**src/tac_cfg.svh**
```systemverilog
// Constants of the temperature alarm core: offsets, fields, resets, timing.
// Assumes inclusion by bare name from the alarm engine and core modules.
`ifndef TAC_CFG_SVH
`define TAC_CFG_SVH

// APB byte addresses
`define TAC_ADDR_TEMP 8'h00
`define TAC_ADDR_CONFIG 8'h04
`define TAC_ADDR_LOWER 8'h08
`define TAC_ADDR_UPPER 8'h0C
`define TAC_ADDR_POINTER 8'h10
`define TAC_ADDR_WINDOW 8'h14
`define TAC_ADDR_STATUS 8'h18

// Pointer codes
`define TAC_PTR_TEMP 2'h0
`define TAC_PTR_CONFIG 2'h1
`define TAC_PTR_LOWER 2'h2
`define TAC_PTR_UPPER 2'h3
`define TAC_PTR_RESET 2'h0
`define TAC_PTR_MSB 1
`define TAC_PTR_ZERO_HI 7
`define TAC_PTR_ZERO_LO 2

// Configuration fields
`define TAC_CFG_SHUTDOWN 0
`define TAC_CFG_MODE 1
`define TAC_CFG_POLARITY 2
`define TAC_CFG_FAULT_LO 3
`define TAC_CFG_FAULT_HI 4
`define TAC_CFG_RES_LO 5
`define TAC_CFG_RES_HI 6
`define TAC_CFG_MSB 6
`define TAC_CONFIG_RESET 7'h00

// Threshold resets and hardwired-zero low nibble
`define TAC_UPPER_RESET 16'h5000
`define TAC_LOWER_RESET 16'h4B00
`define TAC_TEMP_RESET 16'h0000
`define TAC_THR_MASK 16'hFFF0
`define TAC_LOW_PAD 4'h0

// Resolution masks, 9 to 12 bits
`define TAC_RES9_MASK 16'hFF80
`define TAC_RES10_MASK 16'hFFC0
`define TAC_RES11_MASK 16'hFFE0
`define TAC_RES12_MASK 16'hFFF0

// Fault counts per select code
`define TAC_FAULT_SEL0 3'h1
`define TAC_FAULT_SEL1 3'h2
`define TAC_FAULT_SEL2 3'h4
`define TAC_FAULT_SEL3 3'h6

// Status fields
`define TAC_ST_ACTIVE 0
`define TAC_ST_AWAIT_LOW 1
`define TAC_ST_COUNT_LO 2
`define TAC_ST_COUNT_HI 4
`define TAC_ST_SHUTDOWN 5

// Timing
`define TAC_CONV_TIME_US 90000
`define TAC_CLK_MHZ 20
`define TAC_TIMER_W 21

`endif

```
**src/tac_pkg.sv**
```systemverilog
// Types shared by the temperature alarm core.
// Assumes tac_cfg.svh on the include path.
package tac_pkg;

  typedef enum logic [1:0] {
    TAC_WAIT_HIGH = 2'b00,
    TAC_ACTIVE_HIGH = 2'b01,
    TAC_WAIT_LOW = 2'b10,
    TAC_ACTIVE_LOW = 2'b11
  } tac_alarm_state_t;

  typedef enum logic [1:0] {
    TAC_SEL_TEMP = 2'b00,
    TAC_SEL_CONFIG = 2'b01,
    TAC_SEL_LOWER = 2'b10,
    TAC_SEL_UPPER = 2'b11
  } tac_reg_sel_t;

endpackage

```
**src/tac_alarm_engine.sv**
```systemverilog
// Alarm engine: consecutive fault counting and comparator/interrupt states.
// Assumes eval pulses once per conversion with compare results alongside.
`timescale 1ns/1ps
`include "tac_cfg.svh"

module tac_alarm_engine (
  input wire logic pclk,
  input wire logic presetn,
  input wire logic eval,
  input wire logic above_upper,
  input wire logic below_lower,
  input wire logic [1:0] fault_sel,
  input wire logic interrupt_mode,
  input wire logic host_read,
  input wire logic shutdown_enter,
  output logic alarm_active,
  output logic await_low,
  output logic [2:0] fault_count
);

  tac_pkg::tac_alarm_state_t state;
  tac_pkg::tac_alarm_state_t next_state;
  tac_pkg::tac_alarm_state_t cleared;
  logic [2:0] next_count;
  logic mode_q;

  function automatic logic [2:0] tac_fault_need(input logic [1:0] sel);
    unique case (sel)
      2'b00: tac_fault_need = `TAC_FAULT_SEL0;
      2'b01: tac_fault_need = `TAC_FAULT_SEL1;
      2'b10: tac_fault_need = `TAC_FAULT_SEL2;
      2'b11: tac_fault_need = `TAC_FAULT_SEL3;
    endcase
  endfunction

  always_comb begin
    cleared = state;
    // Host read or shutdown only clears in interrupt mode
    if (interrupt_mode && (host_read || shutdown_enter)) begin
      if (state == tac_pkg::TAC_ACTIVE_HIGH) begin
        cleared = tac_pkg::TAC_WAIT_LOW;
      end else if (state == tac_pkg::TAC_ACTIVE_LOW) begin
        cleared = tac_pkg::TAC_WAIT_HIGH;
      end
    end
    next_state = cleared;
    next_count = (cleared != state) ? 3'h0 : fault_count;
    // A conversion landing with a clear counts toward the new wait
    if (interrupt_mode != mode_q) begin
      next_state = tac_pkg::TAC_WAIT_HIGH;
      next_count = 3'h0;
    end else if (eval) begin
      unique case (cleared)
        tac_pkg::TAC_WAIT_HIGH: begin
          if (above_upper) begin
            if (next_count + 3'h1 >= tac_fault_need(fault_sel)) begin
              next_state = tac_pkg::TAC_ACTIVE_HIGH;
              next_count = 3'h0;
            end else begin
              next_count = next_count + 3'h1;
            end
          end else begin
            next_count = 3'h0;
          end
        end
        tac_pkg::TAC_ACTIVE_HIGH: begin
          if (!interrupt_mode && below_lower) begin
            next_state = tac_pkg::TAC_WAIT_HIGH;
            next_count = 3'h0;
          end
        end
        tac_pkg::TAC_WAIT_LOW: begin
          if (below_lower) begin
            if (next_count + 3'h1 >= tac_fault_need(fault_sel)) begin
              next_state = tac_pkg::TAC_ACTIVE_LOW;
              next_count = 3'h0;
            end else begin
              next_count = next_count + 3'h1;
            end
          end else begin
            next_count = 3'h0;
          end
        end
        tac_pkg::TAC_ACTIVE_LOW: begin
          next_state = cleared;
        end
      endcase
    end
  end

  always_ff @(posedge pclk or negedge presetn) begin
    if (!presetn) begin
      state <= tac_pkg::TAC_WAIT_HIGH;
      fault_count <= 3'h0;
    end else begin
      state <= next_state;
      fault_count <= next_count;
    end
  end

  always_ff @(posedge pclk or negedge presetn) begin
    if (!presetn) begin
      mode_q <= 1'b0;
    end else begin
      mode_q <= interrupt_mode;
    end
  end

  assign alarm_active = state[0];
  assign await_low = state[1];

endmodule

```
**src/tac_core.sv**
```systemverilog
// Temperature alarm core: APB registers, conversion timebase, result
// formatting, threshold compare and the open-drain over-limit pin.
// Assumes sensor_code comes from same-clock front-end logic, always valid.
`timescale 1ns/1ps
`include "tac_cfg.svh"

module tac_core #(
  parameter int CONV_CYCLES = `TAC_CONV_TIME_US * `TAC_CLK_MHZ
) (
  input wire logic pclk,
  input wire logic presetn,
  input wire logic psel,
  input wire logic penable,
  input wire logic pwrite,
  input wire logic [7:0] paddr,
  input wire logic [31:0] pwdata,
  output logic [31:0] prdata,
  output logic pready,
  output logic pslverr,
  input wire logic [11:0] sensor_code,
  output logic conversion_done,
  output logic alarm_active,
  output logic os_out,
  output logic os_oe
);

  logic [15:0] temp_result;
  logic [15:0] upper_thr;
  logic [15:0] lower_thr;
  logic [`TAC_CFG_MSB:0] config_q;
  logic [`TAC_PTR_MSB:0] pointer;
  logic [`TAC_TIMER_W-1:0] timer;
  logic conv_tick;
  logic [15:0] conv_word;
  logic temp_read_busy;
  logic setup_phase;
  logic access_done;
  logic wr_done;
  logic rd_done;
  logic sel_valid;
  tac_pkg::tac_reg_sel_t sel_reg;
  logic pointer_bad;
  logic [15:0] compare_mask;
  logic above_upper;
  logic below_lower;
  logic shutdown_enter;
  logic engine_active;
  logic engine_await_low;
  logic [2:0] engine_count;
  logic [31:0] next_prdata;
  logic next_pslverr;
  logic next_oe;

  logic shutdown;
  logic interrupt_mode;
  logic polarity;
  logic [1:0] fault_sel;
  logic [1:0] res_sel;

  assign shutdown = config_q[`TAC_CFG_SHUTDOWN];
  assign interrupt_mode = config_q[`TAC_CFG_MODE];
  assign polarity = config_q[`TAC_CFG_POLARITY];
  assign fault_sel = config_q[`TAC_CFG_FAULT_HI:`TAC_CFG_FAULT_LO];
  assign res_sel = config_q[`TAC_CFG_RES_HI:`TAC_CFG_RES_LO];

  // Mask of bits that carry temperature at a given resolution
  function automatic logic [15:0] tac_res_mask(input logic [1:0] res);
    unique case (res)
      2'b00: tac_res_mask = `TAC_RES9_MASK;
      2'b01: tac_res_mask = `TAC_RES10_MASK;
      2'b10: tac_res_mask = `TAC_RES11_MASK;
      2'b11: tac_res_mask = `TAC_RES12_MASK;
    endcase
  endfunction

  // Maps a bus address, through the pointer for the window, to a register
  function automatic tac_pkg::tac_reg_sel_t tac_decode(
    input logic [7:0] addr,
    input logic [`TAC_PTR_MSB:0] ptr
  );
    unique case (addr)
      `TAC_ADDR_TEMP: tac_decode = tac_pkg::TAC_SEL_TEMP;
      `TAC_ADDR_CONFIG: tac_decode = tac_pkg::TAC_SEL_CONFIG;
      `TAC_ADDR_LOWER: tac_decode = tac_pkg::TAC_SEL_LOWER;
      `TAC_ADDR_UPPER: tac_decode = tac_pkg::TAC_SEL_UPPER;
      default: tac_decode = tac_pkg::tac_reg_sel_t'(ptr);
    endcase
  endfunction

  function automatic logic tac_is_reg(input logic [7:0] addr);
    tac_is_reg = (addr == `TAC_ADDR_TEMP) || (addr == `TAC_ADDR_CONFIG) ||
                 (addr == `TAC_ADDR_LOWER) || (addr == `TAC_ADDR_UPPER) ||
                 (addr == `TAC_ADDR_WINDOW);
  endfunction

  // Bus phase decode; the slave never inserts wait states
  assign pready = 1'b1;
  assign setup_phase = psel && !penable;
  assign access_done = psel && penable && pready;
  assign wr_done = access_done && pwrite;
  assign rd_done = access_done && !pwrite;
  assign sel_reg = tac_decode(paddr, pointer);
  assign sel_valid = tac_is_reg(paddr);
  // Nonzero upper pointer bits terminate the operation
  assign pointer_bad =
    |pwdata[`TAC_PTR_ZERO_HI:`TAC_PTR_ZERO_LO];

  // Conversion timebase, held idle during shutdown
  always_ff @(posedge pclk or negedge presetn) begin
    if (!presetn) begin
      timer <= '0;
    end else if (shutdown) begin
      timer <= '0;
    end else if (timer == `TAC_TIMER_W'(CONV_CYCLES - 1)) begin
      timer <= '0;
    end else begin
      timer <= timer + `TAC_TIMER_W'(1);
    end
  end

  assign conv_tick = !shutdown &&
                     (timer == `TAC_TIMER_W'(CONV_CYCLES - 1));

  // Left-aligned, sign first, truncated to the chosen resolution
  assign conv_word = {sensor_code, `TAC_LOW_PAD} &
                     tac_res_mask(res_sel);

  // A result read in flight keeps its old value; the compare still runs
  assign temp_read_busy = psel && !pwrite &&
                          sel_valid && (sel_reg == tac_pkg::TAC_SEL_TEMP);

  always_ff @(posedge pclk or negedge presetn) begin
    if (!presetn) begin
      temp_result <= `TAC_TEMP_RESET;
    end else if (conv_tick && !temp_read_busy) begin
      temp_result <= conv_word;
    end
  end

  always_ff @(posedge pclk or negedge presetn) begin
    if (!presetn) begin
      conversion_done <= 1'b0;
    end else begin
      conversion_done <= conv_tick;
    end
  end

  // Configuration register
  always_ff @(posedge pclk or negedge presetn) begin
    if (!presetn) begin
      config_q <= `TAC_CONFIG_RESET;
    end else if (wr_done && sel_valid &&
                 sel_reg == tac_pkg::TAC_SEL_CONFIG) begin
      config_q <= pwdata[`TAC_CFG_MSB:0];
    end
  end

  assign shutdown_enter = wr_done && sel_valid &&
                          (sel_reg == tac_pkg::TAC_SEL_CONFIG) &&
                          pwdata[`TAC_CFG_SHUTDOWN] && !shutdown;

  // Thresholds; low nibble is hardwired zero
  always_ff @(posedge pclk or negedge presetn) begin
    if (!presetn) begin
      upper_thr <= `TAC_UPPER_RESET;
    end else if (wr_done && sel_valid &&
                 sel_reg == tac_pkg::TAC_SEL_UPPER) begin
      upper_thr <= pwdata[15:0] & `TAC_THR_MASK;
    end
  end

  always_ff @(posedge pclk or negedge presetn) begin
    if (!presetn) begin
      lower_thr <= `TAC_LOWER_RESET;
    end else if (wr_done && sel_valid &&
                 sel_reg == tac_pkg::TAC_SEL_LOWER) begin
      lower_thr <= pwdata[15:0] & `TAC_THR_MASK;
    end
  end

  // Register pointer for the window address
  always_ff @(posedge pclk or negedge presetn) begin
    if (!presetn) begin
      pointer <= `TAC_PTR_RESET;
    end else if (wr_done && paddr == `TAC_ADDR_POINTER && !pointer_bad) begin
      pointer <= pwdata[`TAC_PTR_MSB:0];
    end
  end

  // Compare at the active resolution; lower threshold bits are don't care
  assign compare_mask = tac_res_mask(res_sel);
  assign above_upper = $signed(conv_word) >
                       $signed(upper_thr & compare_mask);
  assign below_lower = $signed(conv_word) <
                       $signed(lower_thr & compare_mask);

  tac_alarm_engine u_engine (
    .pclk(pclk),
    .presetn(presetn),
    .eval(conv_tick),
    .above_upper(above_upper),
    .below_lower(below_lower),
    .fault_sel(fault_sel),
    .interrupt_mode(interrupt_mode),
    .host_read(rd_done && sel_valid),
    .shutdown_enter(shutdown_enter),
    .alarm_active(engine_active),
    .await_low(engine_await_low),
    .fault_count(engine_count)
  );

  assign alarm_active = engine_active;

  // Read data is captured in the setup cycle and held through access
  always_comb begin
    next_prdata = 32'h0000_0000;
    next_pslverr = 1'b0;
    if (paddr == `TAC_ADDR_POINTER) begin
      next_pslverr = pwrite && pointer_bad;
    end else if (paddr == `TAC_ADDR_STATUS) begin
      next_prdata[`TAC_ST_ACTIVE] = engine_active;
      next_prdata[`TAC_ST_AWAIT_LOW] = engine_await_low;
      next_prdata[`TAC_ST_COUNT_HI:`TAC_ST_COUNT_LO] = engine_count;
      next_prdata[`TAC_ST_SHUTDOWN] = shutdown;
    end else if (sel_valid) begin
      unique case (sel_reg)
        tac_pkg::TAC_SEL_TEMP: next_prdata[15:0] = temp_result;
        tac_pkg::TAC_SEL_CONFIG: next_prdata[`TAC_CFG_MSB:0] = config_q;
        tac_pkg::TAC_SEL_LOWER: next_prdata[15:0] = lower_thr;
        tac_pkg::TAC_SEL_UPPER: next_prdata[15:0] = upper_thr;
      endcase
    end else begin
      next_pslverr = 1'b1;
    end
  end

  always_ff @(posedge pclk or negedge presetn) begin
    if (!presetn) begin
      prdata <= 32'h0000_0000;
    end else if (setup_phase && !pwrite) begin
      prdata <= next_prdata;
    end
  end

  always_ff @(posedge pclk or negedge presetn) begin
    if (!presetn) begin
      pslverr <= 1'b0;
    end else if (setup_phase) begin
      pslverr <= next_pslverr;
    end else if (access_done) begin
      pslverr <= 1'b0;
    end
  end

  // Open drain: pull low when the pin level must be low
  assign next_oe = polarity ? !engine_active : engine_active;

  always_ff @(posedge pclk or negedge presetn) begin
    if (!presetn) begin
      os_oe <= 1'b0;
    end else begin
      os_oe <= next_oe;
    end
  end

  assign os_out = 1'b0;

endmodule

```
**config.mk**
```make
export PLATFORM = sky130hd
export DESIGN_NAME = tac_core
export DESIGN_NICKNAME = d
export VERILOG_FILES = /design/src/tac_pkg.sv /design/src/tac_alarm_engine.sv /design/src/tac_core.sv
export VERILOG_INCLUDE_DIRS = /design/src
export SDC_FILE = /design/constraint.sdc
export NUM_CORES = 1
export LEC_CHECK = 0
export ABC_AREA = 1
export ABC_CLOCK_PERIOD_IN_PS = 3300
export BUFFER_PORTS_ARGS = -buffer_cell sky130_fd_sc_hd__buf_2
export CELL_PAD_IN_SITES_DETAIL_PLACEMENT = 1
export CELL_PAD_IN_SITES_GLOBAL_PLACEMENT = 2
export CORE_MARGIN = 2
export CORE_UTILIZATION = 33
export CTS_CLUSTER_DIAMETER = 50
export DETAILED_ROUTE_END_ITERATION = 12
export PLACE_DENSITY_LB_ADDON = 0.1
export SYNTH_ARGS = -nofsm -noshare
export SYNTH_HDL_FRONTEND = slang
export SYNTH_SLANG_ARGS = --single-unit
```
**constraint.sdc**
```tcl
create_clock -name pclk -period 3.3 [get_ports pclk]
set_input_delay 0.33 -clock pclk [delete_from_list [all_inputs] [get_ports pclk]]
set_output_delay 0.33 -clock pclk [all_outputs]
set_load 0.05 [all_outputs]
```
# Word level (Yosys, flattened, before mapping)
# Index checks and enable logic that the tools add are counted.
# W data, S select, Z words.
[op_classes] n_addsub=2 n_lt_le_gt_ge=4 n_eq_ne=23 n_mux=45 bitwise=3 n_reduce_logical=41
[ops] operator="$pmux W16 S4" n=1
[ops] operator="$and A16 B16 Y16" n=3
[ops] operator="$mux W3" n=16
[ops] operator="$mux W21" n=2
[ops] operator="$mux W16" n=2
[ops] operator="$pmux W7 S4" n=1
[ops] operator="$pmux W9 S3" n=1
[ops] operator="$eq A8 B5 Y1 const B" n=3
[ops] operator="$logic_and A1 B1 Y1" n=22
[ops] operator="$add A21 B1 Y21 const B" n=1
[ops] operator="$eq A21 B21 Y1 const B" n=1
[ops] operator="$mux W2" n=10
[ops] operator="$eq A2 B2 Y1 const B" n=9
[ops] operator="$eq A8 B4 Y1 const B" n=2
[ops] operator="$gt A16 B16 Y1" n=1
[ops] operator="$lt A16 B16 Y1" n=1
[ops] operator="$pmux W2 S4" n=2
[ops] operator="$pmux W3 S4" n=1
[ops] operator="$eq A2 B1 Y1 const B" n=5
[ops] operator="$mux W10" n=1
[ops] operator="$pmux W3 S3" n=1
[ops] operator="$eq A8 B3 Y1 const B" n=1
[ops] operator="$logic_not A2 Y1" n=4
[ops] operator="$logic_not A8 Y1" n=1
[ops] operator="10 further kinds" n=26
[word_totals] reg_bits=95 in_bits=57 out_inout_bits=38 elab_cells=131

# Longest topological paths before layout
# Gate-level depths: netlist (run 1).
[depth] ltp_word=22 mapped_depth=21 ltp_nobuf=21

# Cells and area by module
# From an unflattened synthesis (run 1), not the netlist that was laid out.
[hier_totals] hier_cells=728 hier_area_um2=5556.6
[modules_own_cells] mod="tac_core" n_inst=1 cells_each=649 area_per_inst_um2=4994.8 seq_area_each_um2=2134.5
[modules_own_cells] mod="tac_alarm_engine" n_inst=1 cells_each=79 area_per_inst_um2=561.8 seq_area_each_um2=150.1

# Worst setup path after synthesis (run 1)
# Ideal clock, no wire load.
[synth_timing] path_kind="register to register" start="register u_engine.state[0]" end="register u_engine.fault_count[1]" setup_ns=0.077 arrival_ns=2.825 t_required_ns=3.223 setup_slack_ns=0.397 stages_incl_launch_ff=17 path_buffers=0 period_less_slack_ns=2.903 cell_sequence="dfrtp_1 ha_1 a21oi_1 o21ai_0 nand3_2 nand2_1 inv_1 ha_1 inv_1 nand2_1 nand2_1 ha_1 a21oi_1 o211ai_1 nor2_2 nand3_1 a21oi_1"
[synth_between] elab_chain_len=13 word_cells_on_any_way=21 classes_between="add/sub (1); order compare (2); eq/ne (5); mux (12); reduce/logical (1)"
[synth_rtl] element="start, declared" line="tac_alarm_engine.sv:21" text="tac_pkg::tac_alarm_state_t state;"
[synth_rtl] element="start signal, assigned" line="tac_alarm_engine.sv:93" text="state <= tac_pkg::TAC_WAIT_HIGH;"
[synth_rtl] element="start signal, assigned" line="tac_alarm_engine.sv:96" text="state <= next_state;"
[synth_rtl] element="$eq A2 B2 Y1" line="tac_alarm_engine.sv:42" text="end else if (state == tac_pkg::TAC_ACTIVE_LOW) begin"
[synth_rtl] element="$mux W2" line="tac_alarm_engine.sv:42"
[synth_rtl] element="$mux W2" line="tac_alarm_engine.sv:40" text="if (state == tac_pkg::TAC_ACTIVE_HIGH) begin"
[synth_rtl] element="$mux W2" line="tac_alarm_engine.sv:39" text="if (interrupt_mode && (host_read || shutdown_enter)) begin"
[synth_rtl] element="$ne A2 B2 Y1" line="tac_alarm_engine.sv:47" text="next_count = (cleared != state) ? 3'h0 : fault_count;"
[synth_rtl] element="$mux W3" line="tac_alarm_engine.sv:47"
[synth_rtl] element="$add A3 B1 Y3"
[synth_rtl] element="$ge A3 B3 Y1 (on tied branches)" line="tac_alarm_engine.sv:74, tac_alarm_engine.sv:56"
[synth_rtl] element="$mux W3 (on tied branches)" line="tac_alarm_engine.sv:74, tac_alarm_engine.sv:56"
[synth_rtl] element="$mux W3 (on tied branches)" line="tac_alarm_engine.sv:73, tac_alarm_engine.sv:55"
[synth_rtl] element="$pmux W3 S3" line="tac_alarm_engine.sv:53" text="unique case (cleared)"
[synth_rtl] element="$mux W3 *" line="tac_alarm_engine.sv:52" text="end else if (eval) begin"
[synth_rtl] element="$mux W3 *" line="tac_alarm_engine.sv:49" text="if (interrupt_mode != mode_q) begin"
[synth_rtl] element="net u_engine.next_count[1]" line="tac_alarm_engine.sv:24" text="logic [2:0] next_count;"
[synth_rtl] element="end signal, assigned" line="tac_alarm_engine.sv:97" text="fault_count <= next_count;"
[synth_rtl] element="end, declared" line="tac_alarm_engine.sv:18" text="output logic [2:0] fault_count"
# The timed path passes the listed nets; every way through them passes the cells marked *.
# A chain may end at the register's enable or synchronous reset.

# Worst setup path after layout (run 1)
[layout_timing] start="register u_engine.state[1]" end="register u_engine.state[0]"
[layout_between] elab_chain_len=13 word_cells_on_any_way=22 classes_between="add/sub (1); order compare (2); eq/ne (6); mux (12); reduce/logical (1)"
[layout_rtl] element="$eq A2 B2 Y1" line="tac_alarm_engine.sv:42"
[layout_rtl] element="$mux W2" line="tac_alarm_engine.sv:42"
[layout_rtl] element="$mux W2" line="tac_alarm_engine.sv:40"
[layout_rtl] element="$mux W2" line="tac_alarm_engine.sv:39"
[layout_rtl] element="$ne A2 B2 Y1" line="tac_alarm_engine.sv:47"
[layout_rtl] element="$mux W3" line="tac_alarm_engine.sv:47"
[layout_rtl] element="$add A3 B1 Y3" line="tac_alarm_engine.sv:56, tac_alarm_engine.sv:74"
[layout_rtl] element="$ge A3 B3 Y1 (on tied branches)" line="tac_alarm_engine.sv:74, tac_alarm_engine.sv:56"
[layout_rtl] element="$mux W2 (on tied branches)" line="tac_alarm_engine.sv:74, tac_alarm_engine.sv:56"
[layout_rtl] element="$mux W2 (on tied branches)" line="tac_alarm_engine.sv:73, tac_alarm_engine.sv:55"
[layout_rtl] element="$pmux W2 S4" line="tac_alarm_engine.sv:53"
[layout_rtl] element="$mux W2 *" line="tac_alarm_engine.sv:52"
[layout_rtl] element="$mux W2 *" line="tac_alarm_engine.sv:49"
[layout_rtl] element="net u_engine.next_state[0]" line="tac_alarm_engine.sv:22" text="tac_pkg::tac_alarm_state_t next_state;"
# Marked as above.

==> flow_summary.yaml, run 1 <==
outcome:
  status: "finished clean"
logic_synthesis:
  yosys.cell_count.top_type: "nand2_1"
  synth_top_area_share_pct: 39.88
  synthCells: 658
  yosys_warnings: 0
  netlist_area_um2: 5334
  synth-edff-count: 0
  synth_ff_type: "dfrtp_1"
  synth_cell_types: 47
  synth_top_area_cell: "dfrtp_1"
  synth.avg_cell_area_um2: 8.106
  synthTopCellsByArea: "dfrtp_1, nand2_1, ha_1"
  seq_area_frac_synth_pct: 42.83
  postSynthRegisterBits: 91
  yosys-top-cells-count: "nand2_1, inv_1, dfrtp_1, o21ai_0, a21oi_1"
  ys_async_sr_fraction_pct: 100.0
placed_design:
  gp_congestion: 0.7888
  hpwl_um: 11280
  dp.cells: 930
  dp_worst_setup_slack_ns: 0.1805
  portBuffers: 60
critical_path:
  cp.depth: 18
  cp.required_ns: 3.57
  slowest_stage: "dfrtp_2"
  cp-start-kind: "register"
  worst-path-buf-inv: 3
  crit_type: "register to register"
  crit_chain: "inv_1 > ha_1 > a21oi_1 > o21ai_0 > nand3_2 > nand2_1 > inv_1 > ha_1 > inv_1 > nand2_1 > nand2_1 > ha_1 > nand2_1 > o211ai_1 > nand2_1 > nand3_1 > nand3_1 > a21oi_1"
  arrival_ns: 3.12
  max_stage_delay_ns: 0.43
  crit_path_frequent_cell: "nand2_1"
  cp_max_fo: 4
  end_kind: "register"
  worstRegToRegCells: 18
  crit_family: "adder cells"
global_route:
  grt_max_degree: 58
  grt_pass1_vias: 4623
  antenna_found_initial: 0
  grt_usage_pct: 17.32
  grt_overflow: 0
  grt_pass1_wl_um: 23800
floorplan:
  start_util_pct: 33.70
  die_y_um: 131.1
  rows: 46
  die_area_um2: 17200
  core_um2: 15830
  pin_count: 95
  die_w_um: 131.1
cells_and_area:
  drive_gt1_share_pct: 19.13
  nNetsFinal: 813
  instances_no_fill: 948
  fillers: 1948
  area_growth_pct: 15.62
  diodes: 0
timing:
  setup_tns_ns: 0
  min_period_ns: 2.850
  grt_setup_unrepaired: "no"
  period_share_pct: 86.37
  hold_viol_final: 0
  drv_slew: 0
  clock.fmax_mhz: 350.9
  report.final.setup_viol: 0
  fin_ws_ns: 0.4498
  finalClockSkew_ns: 0.005845
  max_slew.worst_pin.slew_ns: 0.7751
  slew_headroom_pct: 48.20
drt:
  wl_per_cell_um: 14.91
  routed_wirelength_um: 14130
  drtIter0Drc: 118
  route.detailed.drc: 0
  vias_per_cell: 4.678
  ant_nets: 0
  first_pass_iters: 4
  num_vias: 4435
clock_tree:
  cts_tree: "built"
  htreeDepth: 3
  cts.path.max_buffers: 2
  clk_latency_ns: 0.34
  clock-root-buffer: "clkbuf_16"
  clk_pin_slew_ns: 0.07
  cts_sinks: 91
  holdBufCountCts: 0
  numCtsBuffers: 9
run:
  maxCapViolations: 0
hold_path:
  hp-class: "input pin to async pin"
power:
  cellPowerDensity_nw_per_um2: 424.7
  ir_drop_uv: 301.8
  power.total_mw: 2.619
  total_leakage_power_nw: 2.985
layer usage:
layer  track usage (%)  part of all wire, %  vias to the layer above
met1             24.80                   51                     2102
met4             4.348                  1.0                        0
met2             27.11                   44                       64
met3             3.202                  3.5                        8
li1                  -                    -                     2261
met5                 0                    0                        -
flip-flops by register name, indices dropped and copies added (netlist names), 2 cells and up:
| register | cells |
|---|---|
| u_engine.state | 2 |
| pointer | 2 |
| upper_thr | 12 |
| config_q | 7 |
| lower_thr | 12 |
| prdata | 16 |
| timer | 21 |
| u_engine.fault_count | 3 |
| temp_result | 12 |
final timing paths:
| path | from | to | slack (ns) |
|---|---|---|---|
| max reg2reg | u_engine.state[1]$_DFF_PN0_ | u_engine.state[0]$_DFF_PN0_ | 0.45 |
| min in group pclk | pwdata[12] | upper_thr[12]$_DFFE_PN1P_ | 0.21 |
| max in group asynchronous | presetn | temp_result[8]$_DFFE_PN0P_ | 2.45 |
| min | presetn | lower_thr[12]$_DFFE_PN0P_ | 0.06 |
| max | u_engine.state[1]$_DFF_PN0_ | u_engine.state[0]$_DFF_PN0_ | 0.45 |
| min reg2reg | timer[20]$_DFF_PN0_ | timer[20]$_DFF_PN0_ | 0.46 |
through the flow:
| step | utilization, % | area, um^2 | hold slack [ns] |
|---|---|---|---|
| after CTS | 38.86 | 6151 | 0.09552 |
| after detailed placement | 36.92 | 5844 | 0.4590 |
| after global routing | 38.96 | 6167 | 0.1161 |
| after floorplan | - | 5394 | 0.03441 |
| after global placement | 36.92 | 5844 | 0.4474 |
| final | 38.96 | 6167 | 0.05977 |
cell families (layout without fill, tap and decap cells):
| kind of cell | Yosys count | count (layout) | synth area share [%] |
|---|---|---|---|
| mux | 9 | 9 | 1.900 |
| xor+xnor | 5 | 5 | 0.8210 |
| fa+ha+maj | 29 | 29 | 6.803 |
| buf+inv | 129 | 187 | 10.60 |
| other cells | 2 | 18 | 0.1408 |
| compound gates | 133 | 133 | 13.49 |
| flops | 91 | 91 | 42.83 |
| simple gates | 260 | 260 | 23.41 |
what timing repair did:
item,4_1_cts,5_1_grt
setup endpoints to repair,0,4
buffers inserted,0,2
gates resized for setup,0,1
cells in the final DEF (no fill, tap or decap), types with 7 or more instances in the layout:
| cell type | instances |
|---|---|
| a21oi_1 | 39 |
| clkbuf_16 | 9 |
| ha_1 | 29 |
| o22ai_1 | 9 |
| buf_2 | 59 |
| inv_1 | 90 |
| nand3_2 | 7 |
| inv_2 | 9 |
| nand4_1 | 11 |
| buf_4 | 12 |
| conb_1 | 18 |
| nand3_1 | 22 |
| nor2_1 | 36 |
| nor3_1 | 12 |
| dfrtp_1 | 84 |
| o21ai_0 | 57 |
| nand2_1 | 137 |
| nor2_2 | 9 |
| o21ai_1 | 13 |
cell type report:
class                   instances  area, um^2  share of cell area (%)
clock buffers                  13       260.3                   4.220
clock inverters                 3       46.29                  0.7507
inverters                     100       375.4                   6.086
multi-input cells             454        2544                   41.25
flip-flops and latches         91        2286                   37.07
well taps                     216       270.3                   4.382
repair buffers                 71       385.4                   6.249
worst register-to-register path: cells and delay by family, from the launching register on:
family / cells / cell delay [ns]
AOI/OAI and AO/OA: 4 / 0.69
adders and majority gates: 3 / 0.75
buffers and inverters: 3 / 0.25
DFF: 1 / 0.43
and+or+nand+nor: 8 / 0.67
report_power, final:
part / leakage, nW / switching, mW / total [mW] / internal (mW)
clock network: 0.146 / 0.431 / 1.06 / 0.631
logic: 1.62 / 0.241 / 0.353 / 0.111
registers: 1.22 / 0.0397 / 1.20 / 1.16
total: 2.98 / 0.713 / 2.62 / 1.91
No activity file was read; power rests on OpenSTA's default activity.
==> run 2: changes to the inputs <==
- ABC_CLOCK_PERIOD_IN_PS: 3300 -> 3560
- CORE_UTILIZATION: 33 -> 35
- GPL_ROUTABILITY_DRIVEN: not set -> 0
- clock period: 3.3 -> 3.56 ns (I/O delays scaled with it)
==> flow_summary.yaml, run 2 (synthesis results as in run 1) <==
clock_tree:
  clk_latency_ns: 0.35
  numCtsBuffers: 9
  clock-root-buffer: "clkbuf_16"
  cts.path.max_buffers: 2
  clk_pin_slew_ns: 0.07
  cts_sinks: 91
  cts.repair.resized: 0
  cts_tree: "built"
  cts_setup_buffers: 0
  htreeDepth: 3
  holdBufCountCts: 0
cells_and_area:
  drive_gt1_share_pct: 18.71
  nNetsFinal: 808
  layout_common_cells: "nand2_1, inv_1, dfrtp_1"
  fillers: 1861
  final_common_cell: "nand2_1"
  biggestRegsByFlops: "timer (21), prdata (16)"
  largest_reg_flops: 21
  area_growth_pct: 13.72
  top_register: "timer"
  diodes: 0
  multi_input_area_um2: 2544
  seq_area_um2: 2285
global_route:
  grt_usage_pct: 18.57
  grt_pass1_vias: 4618
  antenna_found_initial: 0
  grt_overflow: 0
  grt_pass1_wl_um: 23820
  grt_max_degree: 51
timing:
  hold_slack_ns: 0.03522
  grt_setup_unrepaired: "no"
  finalClockSkew_ns: 0.006151
  slew_headroom_pct: 49.82
  hold_viol_final: 0
  drv_slew: 0
  min_period_ns: 3.000
  setup_tns_ns: 0
  max_slew.worst_pin.slew_ns: 0.7508
  clock.fmax_mhz: 333.3
  report.final.setup_viol: 0
  period_share_pct: 84.27
drt:
  met2_length_um: 6342
  ant_nets: 0
  first_pass_iters: 4
  routed_wirelength_um: 14060
  drtIter0Drc: 125
  wl_per_cell_um: 15.37
  m1WireLength_um: 7102
  highest_layer: "met4"
  num_vias: 4440
  dr_wl_met3_um: 382
  route.detailed.drc: 0
  vias_per_cell: 4.852
power:
  cellPowerDensity_nw_per_um2: 387.5
  total_leakage_power_nw: 2.952
  ir_drop_uv: 256.1
placed_design:
  portBuffers: 60
  hpwl_um: 11360
critical_path:
  cp_max_fo: 7
  cp.required_ns: 3.83
  end_kind: "register"
  arrival_ns: 3.27
  crit_type: "register to register"
  cp-start-kind: "register"
floorplan:
  start_util_pct: 35.48
  core_um2: 15030
  rows: 45
  pin_count: 95
  die_area_um2: 16240
  die_w_um: 127.5
  die_y_um: 127.5
outcome:
  status: "finished clean"
run:
  maxCapViolations: 0
hold_path:
  hp-class: "input pin to async pin"
## run 2: cell count changes in the layout (fill, tap and decap cells not counted), sizes merged
cell    delta
bufinv     -1
inv        +1
buf        -5
clkbuf     -3
clkinv     +3
## run 2: report_power, final
part           switching [mW]  internal, mW
combinational           0.224        0.0989
clock                   0.415         0.492
sequential             0.0420          1.08
total                   0.680          1.67
## run 2: area by class of cell
cell class,instances,area share (%)
sequential,91,37.66
multi-input combinational,454,41.93
tap,188,3.878
inverter,100,6.188
clock buffer,10,3.940
clock inverter,6,0.6601
timing repair buffer,66,5.734
## run 2: per-stage QoR
| step | cells | area, um^2 | utilization (%) | power, mW | setup slack (ns) |
|---|---|---|---|---|---|
| 2_1_floorplan | 674 | 5394 | - | 1.367 | 0.6574 |
| 3_3_place_gp | 899 | 5787 | 38.49 | 1.450 | 0.4567 |
| 3_5_place_dp | 899 | 5787 | 38.49 | 1.468 | 0.3706 |
| 4_1_cts | 915 | 6066 | 40.35 | 2.388 | 0.5272 |
| 5_1_grt | 915 | 6066 | 40.35 | 2.475 | 0.2363 |
| 6_report | 915 | 6066 | 40.35 | 2.350 | 0.5601 |
## run 2: critical path: stages, from the launching register on
cell	delay [ns]
dfrtp_1	0.49
inv_1	0.10
ha_1	0.33
a21oi_1	0.14
o21ai_0	0.12
nand3_2	0.12
nand2_1	0.09
inv_1	0.11
ha_1	0.17
inv_1	0.04
nand2_1	0.06
nand2_1	0.07
ha_1	0.33
nand2_1	0.07
o211ai_1	0.29
nand2_1	0.09
nand3_1	0.10
nand3_1	0.08
a21oi_1	0.14
## run 2: per-layer routing
layer | up-vias | global-route usage, %
met3 | 16 | 2.806
met2 | 64 | 29.63
li1 | 2255 | -
met5 | - | 0
met4 | 0 | 6.593
met1 | 2105 | 25.72
## run 2: final timing paths
path / slack [ns] / end / cells past startpoint / start
max: 0.56 / u_engine.state[0]$_DFF_PN0_ / 18 / u_engine.state[1]$_DFF_PN0_
max reg2reg: 0.56 / u_engine.state[0]$_DFF_PN0_ / 18 / u_engine.state[1]$_DFF_PN0_
min: 0.04 / prdata[15]$_DFFE_PN0P_ / 1 / presetn
min reg2reg: 0.47 / timer[20]$_DFF_PN0_ / 1 / timer[20]$_DFF_PN0_
min in group pclk: 0.24 / upper_thr[14]$_DFFE_PN1P_ / 3 / pwdata[14]
max in group asynchronous: 2.73 / lower_thr[11]$_DFFE_PN1P_ / 2 / presetn
==> run 3: changes to the inputs <==
- ABC_CLOCK_PERIOD_IN_PS: 3560 -> 3100
- CORE_UTILIZATION: 35 -> 33
- clock period: 3.56 -> 3.1 ns (I/O delays scaled with it)
==> flow_summary.yaml, run 3 (synthesis results as in run 1) <==
placed_design:
  hpwl_um: 11370
  portBuffers: 60
  dp_worst_setup_slack_ns: -0.007559
floorplan:
  start_util_pct: 33.70
  rows: 46
  core_um2: 15830
  die_y_um: 131.1
  pin_count: 95
  die_w_um: 131.1
  die_area_um2: 17200
timing:
  clock.fmax_mhz: 368.1
  hold_slack_ns: 0.07137
  report.final.setup_viol: 0
  drv_slew: 0
  period_share_pct: 87.64
  hold_viol_final: 0
  min_period_ns: 2.717
  slew_headroom_pct: 44.92
  finalClockSkew_ns: 0.006908
  fin_ws_ns: 0.3831
  grt_setup_unrepaired: "no"
  max_slew.worst_pin.slew_ns: 0.8262
critical_path:
  crit_family: "adder cells"
  crit_type: "register to register"
  cp_max_fo: 4
  max_stage_delay_ns: 0.38
  cp-start-kind: "register"
  crit_chain: "inv_1 > ha_4 > a21oi_1 > o21ai_0 > nand3_2 > nand2_1 > inv_1 > ha_1 > inv_1 > nand2_1 > nand2_1 > ha_1 > a21oi_1 > o211ai_1 > nor2_2 > nand3_1 > a21oi_1"
  slowest_stage: "dfrtp_1"
  arrival_ns: 2.98
  worst-path-buf-inv: 3
  ff2ff_setup_slack_ns: 0.38
  regToRegStartpoint: "u_engine.state[1]$_DFF_PN0_"
  r2r_end: "u_engine.fault_count[1]$_DFF_PN0_"
  cp.required_ns: 3.36
  end_kind: "register"
  worstRegToRegCells: 17
drt:
  routed_wirelength_um: 14200
  vias_per_cell: 4.723
  drtIter0Drc: 149
  wl_per_cell_um: 15.01
  route.detailed.drc: 0
  first_pass_iters: 4
  num_vias: 4468
  ant_nets: 0
cells_and_area:
  top_register: "timer"
  area_growth_pct: 16.07
  nNetsFinal: 811
  diodes: 0
  drive_gt1_share_pct: 18.90
  final_common_cell: "nand2_1"
  biggestRegsByFlops: "timer (21), prdata (16)"
  largest_reg_flops: 21
  layout_common_cells: "nand2_1, inv_1, dfrtp_1"
run:
  maxCapViolations: 0
global_route:
  grt_usage_pct: 17.46
  grt_overflow: 0
  grt_max_degree: 62
  antenna_found_initial: 0
  grt_pass1_wl_um: 24120
  grt_pass1_vias: 4671
clock_tree:
  numCtsBuffers: 9
  cts_tree: "built"
  clk_pin_slew_ns: 0.06
  cts.path.max_buffers: 2
  htreeDepth: 3
  cts_sinks: 91
  holdBufCountCts: 0
  clk_latency_ns: 0.35
  clock-root-buffer: "clkbuf_16"
power:
  ir_drop_uv: 291.1
  cellPowerDensity_nw_per_um2: 461.3
  total_leakage_power_nw: 2.980
outcome:
  status: "finished clean"
hold_path:
  hp-class: "input pin to async pin"
==> run 3: cell type report <==
cell class / instances / area (um^2)
Clock inverter: 4 / 75.07
Clock buffer: 12 / 246.5
Timing Repair Buffer: 69 / 382.9
Fill cell: 1964 / 9637
Tap cell: 216 / 270.3
Inverter: 100 / 375.4
Sequential cell: 91 / 2285
Multi-Input combinational cell: 454 / 2556
==> run 3: worst reg2reg max path: stages, from the launching register on <==
cell      delay (ns)
dfrtp_1         0.38
inv_1           0.11
ha_4            0.21
a21oi_1         0.13
o21ai_0         0.11
nand3_2         0.11
nand2_1         0.09
inv_1           0.10
ha_1            0.17
inv_1           0.04
nand2_1         0.06
nand2_1         0.07
ha_1            0.33
a21oi_1         0.15
o211ai_1        0.16
nor2_2          0.16
nand3_1         0.11
a21oi_1         0.15
==> run 3: how the worst max path moves through the flow <==
stage | to | cells past startpoint | slack, ns | from
after floorplan | u_engine.fault_count[1]$_DFF_PN0_ | 16 | 0.20 | u_engine.state[0]$_DFF_PN0_
final | u_engine.fault_count[1]$_DFF_PN0_ | 17 | 0.38 | u_engine.state[1]$_DFF_PN0_
after global placement | u_engine.fault_count[1]$_DFF_PN0_ | 20 | 0.11 | paddr[7]
after detailed placement | u_engine.fault_count[1]$_DFF_PN0_ | 20 | -0.008 | paddr[7]
after global routing | u_engine.state[0]$_DFF_PN0_ | 18 | 0.04 | u_engine.state[1]$_DFF_PN0_
after CTS | u_engine.fault_count[1]$_DFF_PN0_ | 16 | 0.25 | u_engine.state[0]$_DFF_PN0_
==> run 3: what timing repair did <==
action                     CTS  global route
gates resized for setup      0             1
buffers inserted             0             0
setup endpoints to repair    0             2
==> run 3: layer usage <==
layer  GRT usage, %  vias up  share of wire (%)
li1               -     2254                  -
met1          24.81     2137                 51
met2          27.43       65                 45
met3          2.623       12                2.6
met4          5.616        0                1.3
met5              0        -                  0
==> run 3: per-stage QoR <==
| stage | total power, mW | cell area, um^2 | utilization, % | instances | TNS [ns] |
|---|---|---|---|---|---|
| after floorplan | 1.570 | 5394 | - | 674 | 0 |
| after global placement | 1.670 | 5857 | 37.00 | 930 | 0 |
| after detailed placement | 1.685 | 5857 | 37.00 | 930 | -0.007559 |
| after CTS | 2.896 | 6178 | 39.04 | 946 | 0 |
| after global routing | 3.003 | 6191 | 39.11 | 946 | 0 |
| final | 2.856 | 6191 | 39.11 | 946 | 0 |
==> run 3: power by group <==
part,internal [mW],switching (mW),total [mW],leakage (nW)
Combinational,0.118,0.258,0.377,1.61
Sequential,1.24,0.0452,1.28,1.22
Clock,0.729,0.465,1.19,0.149
Total,2.09,0.769,2.86,2.98
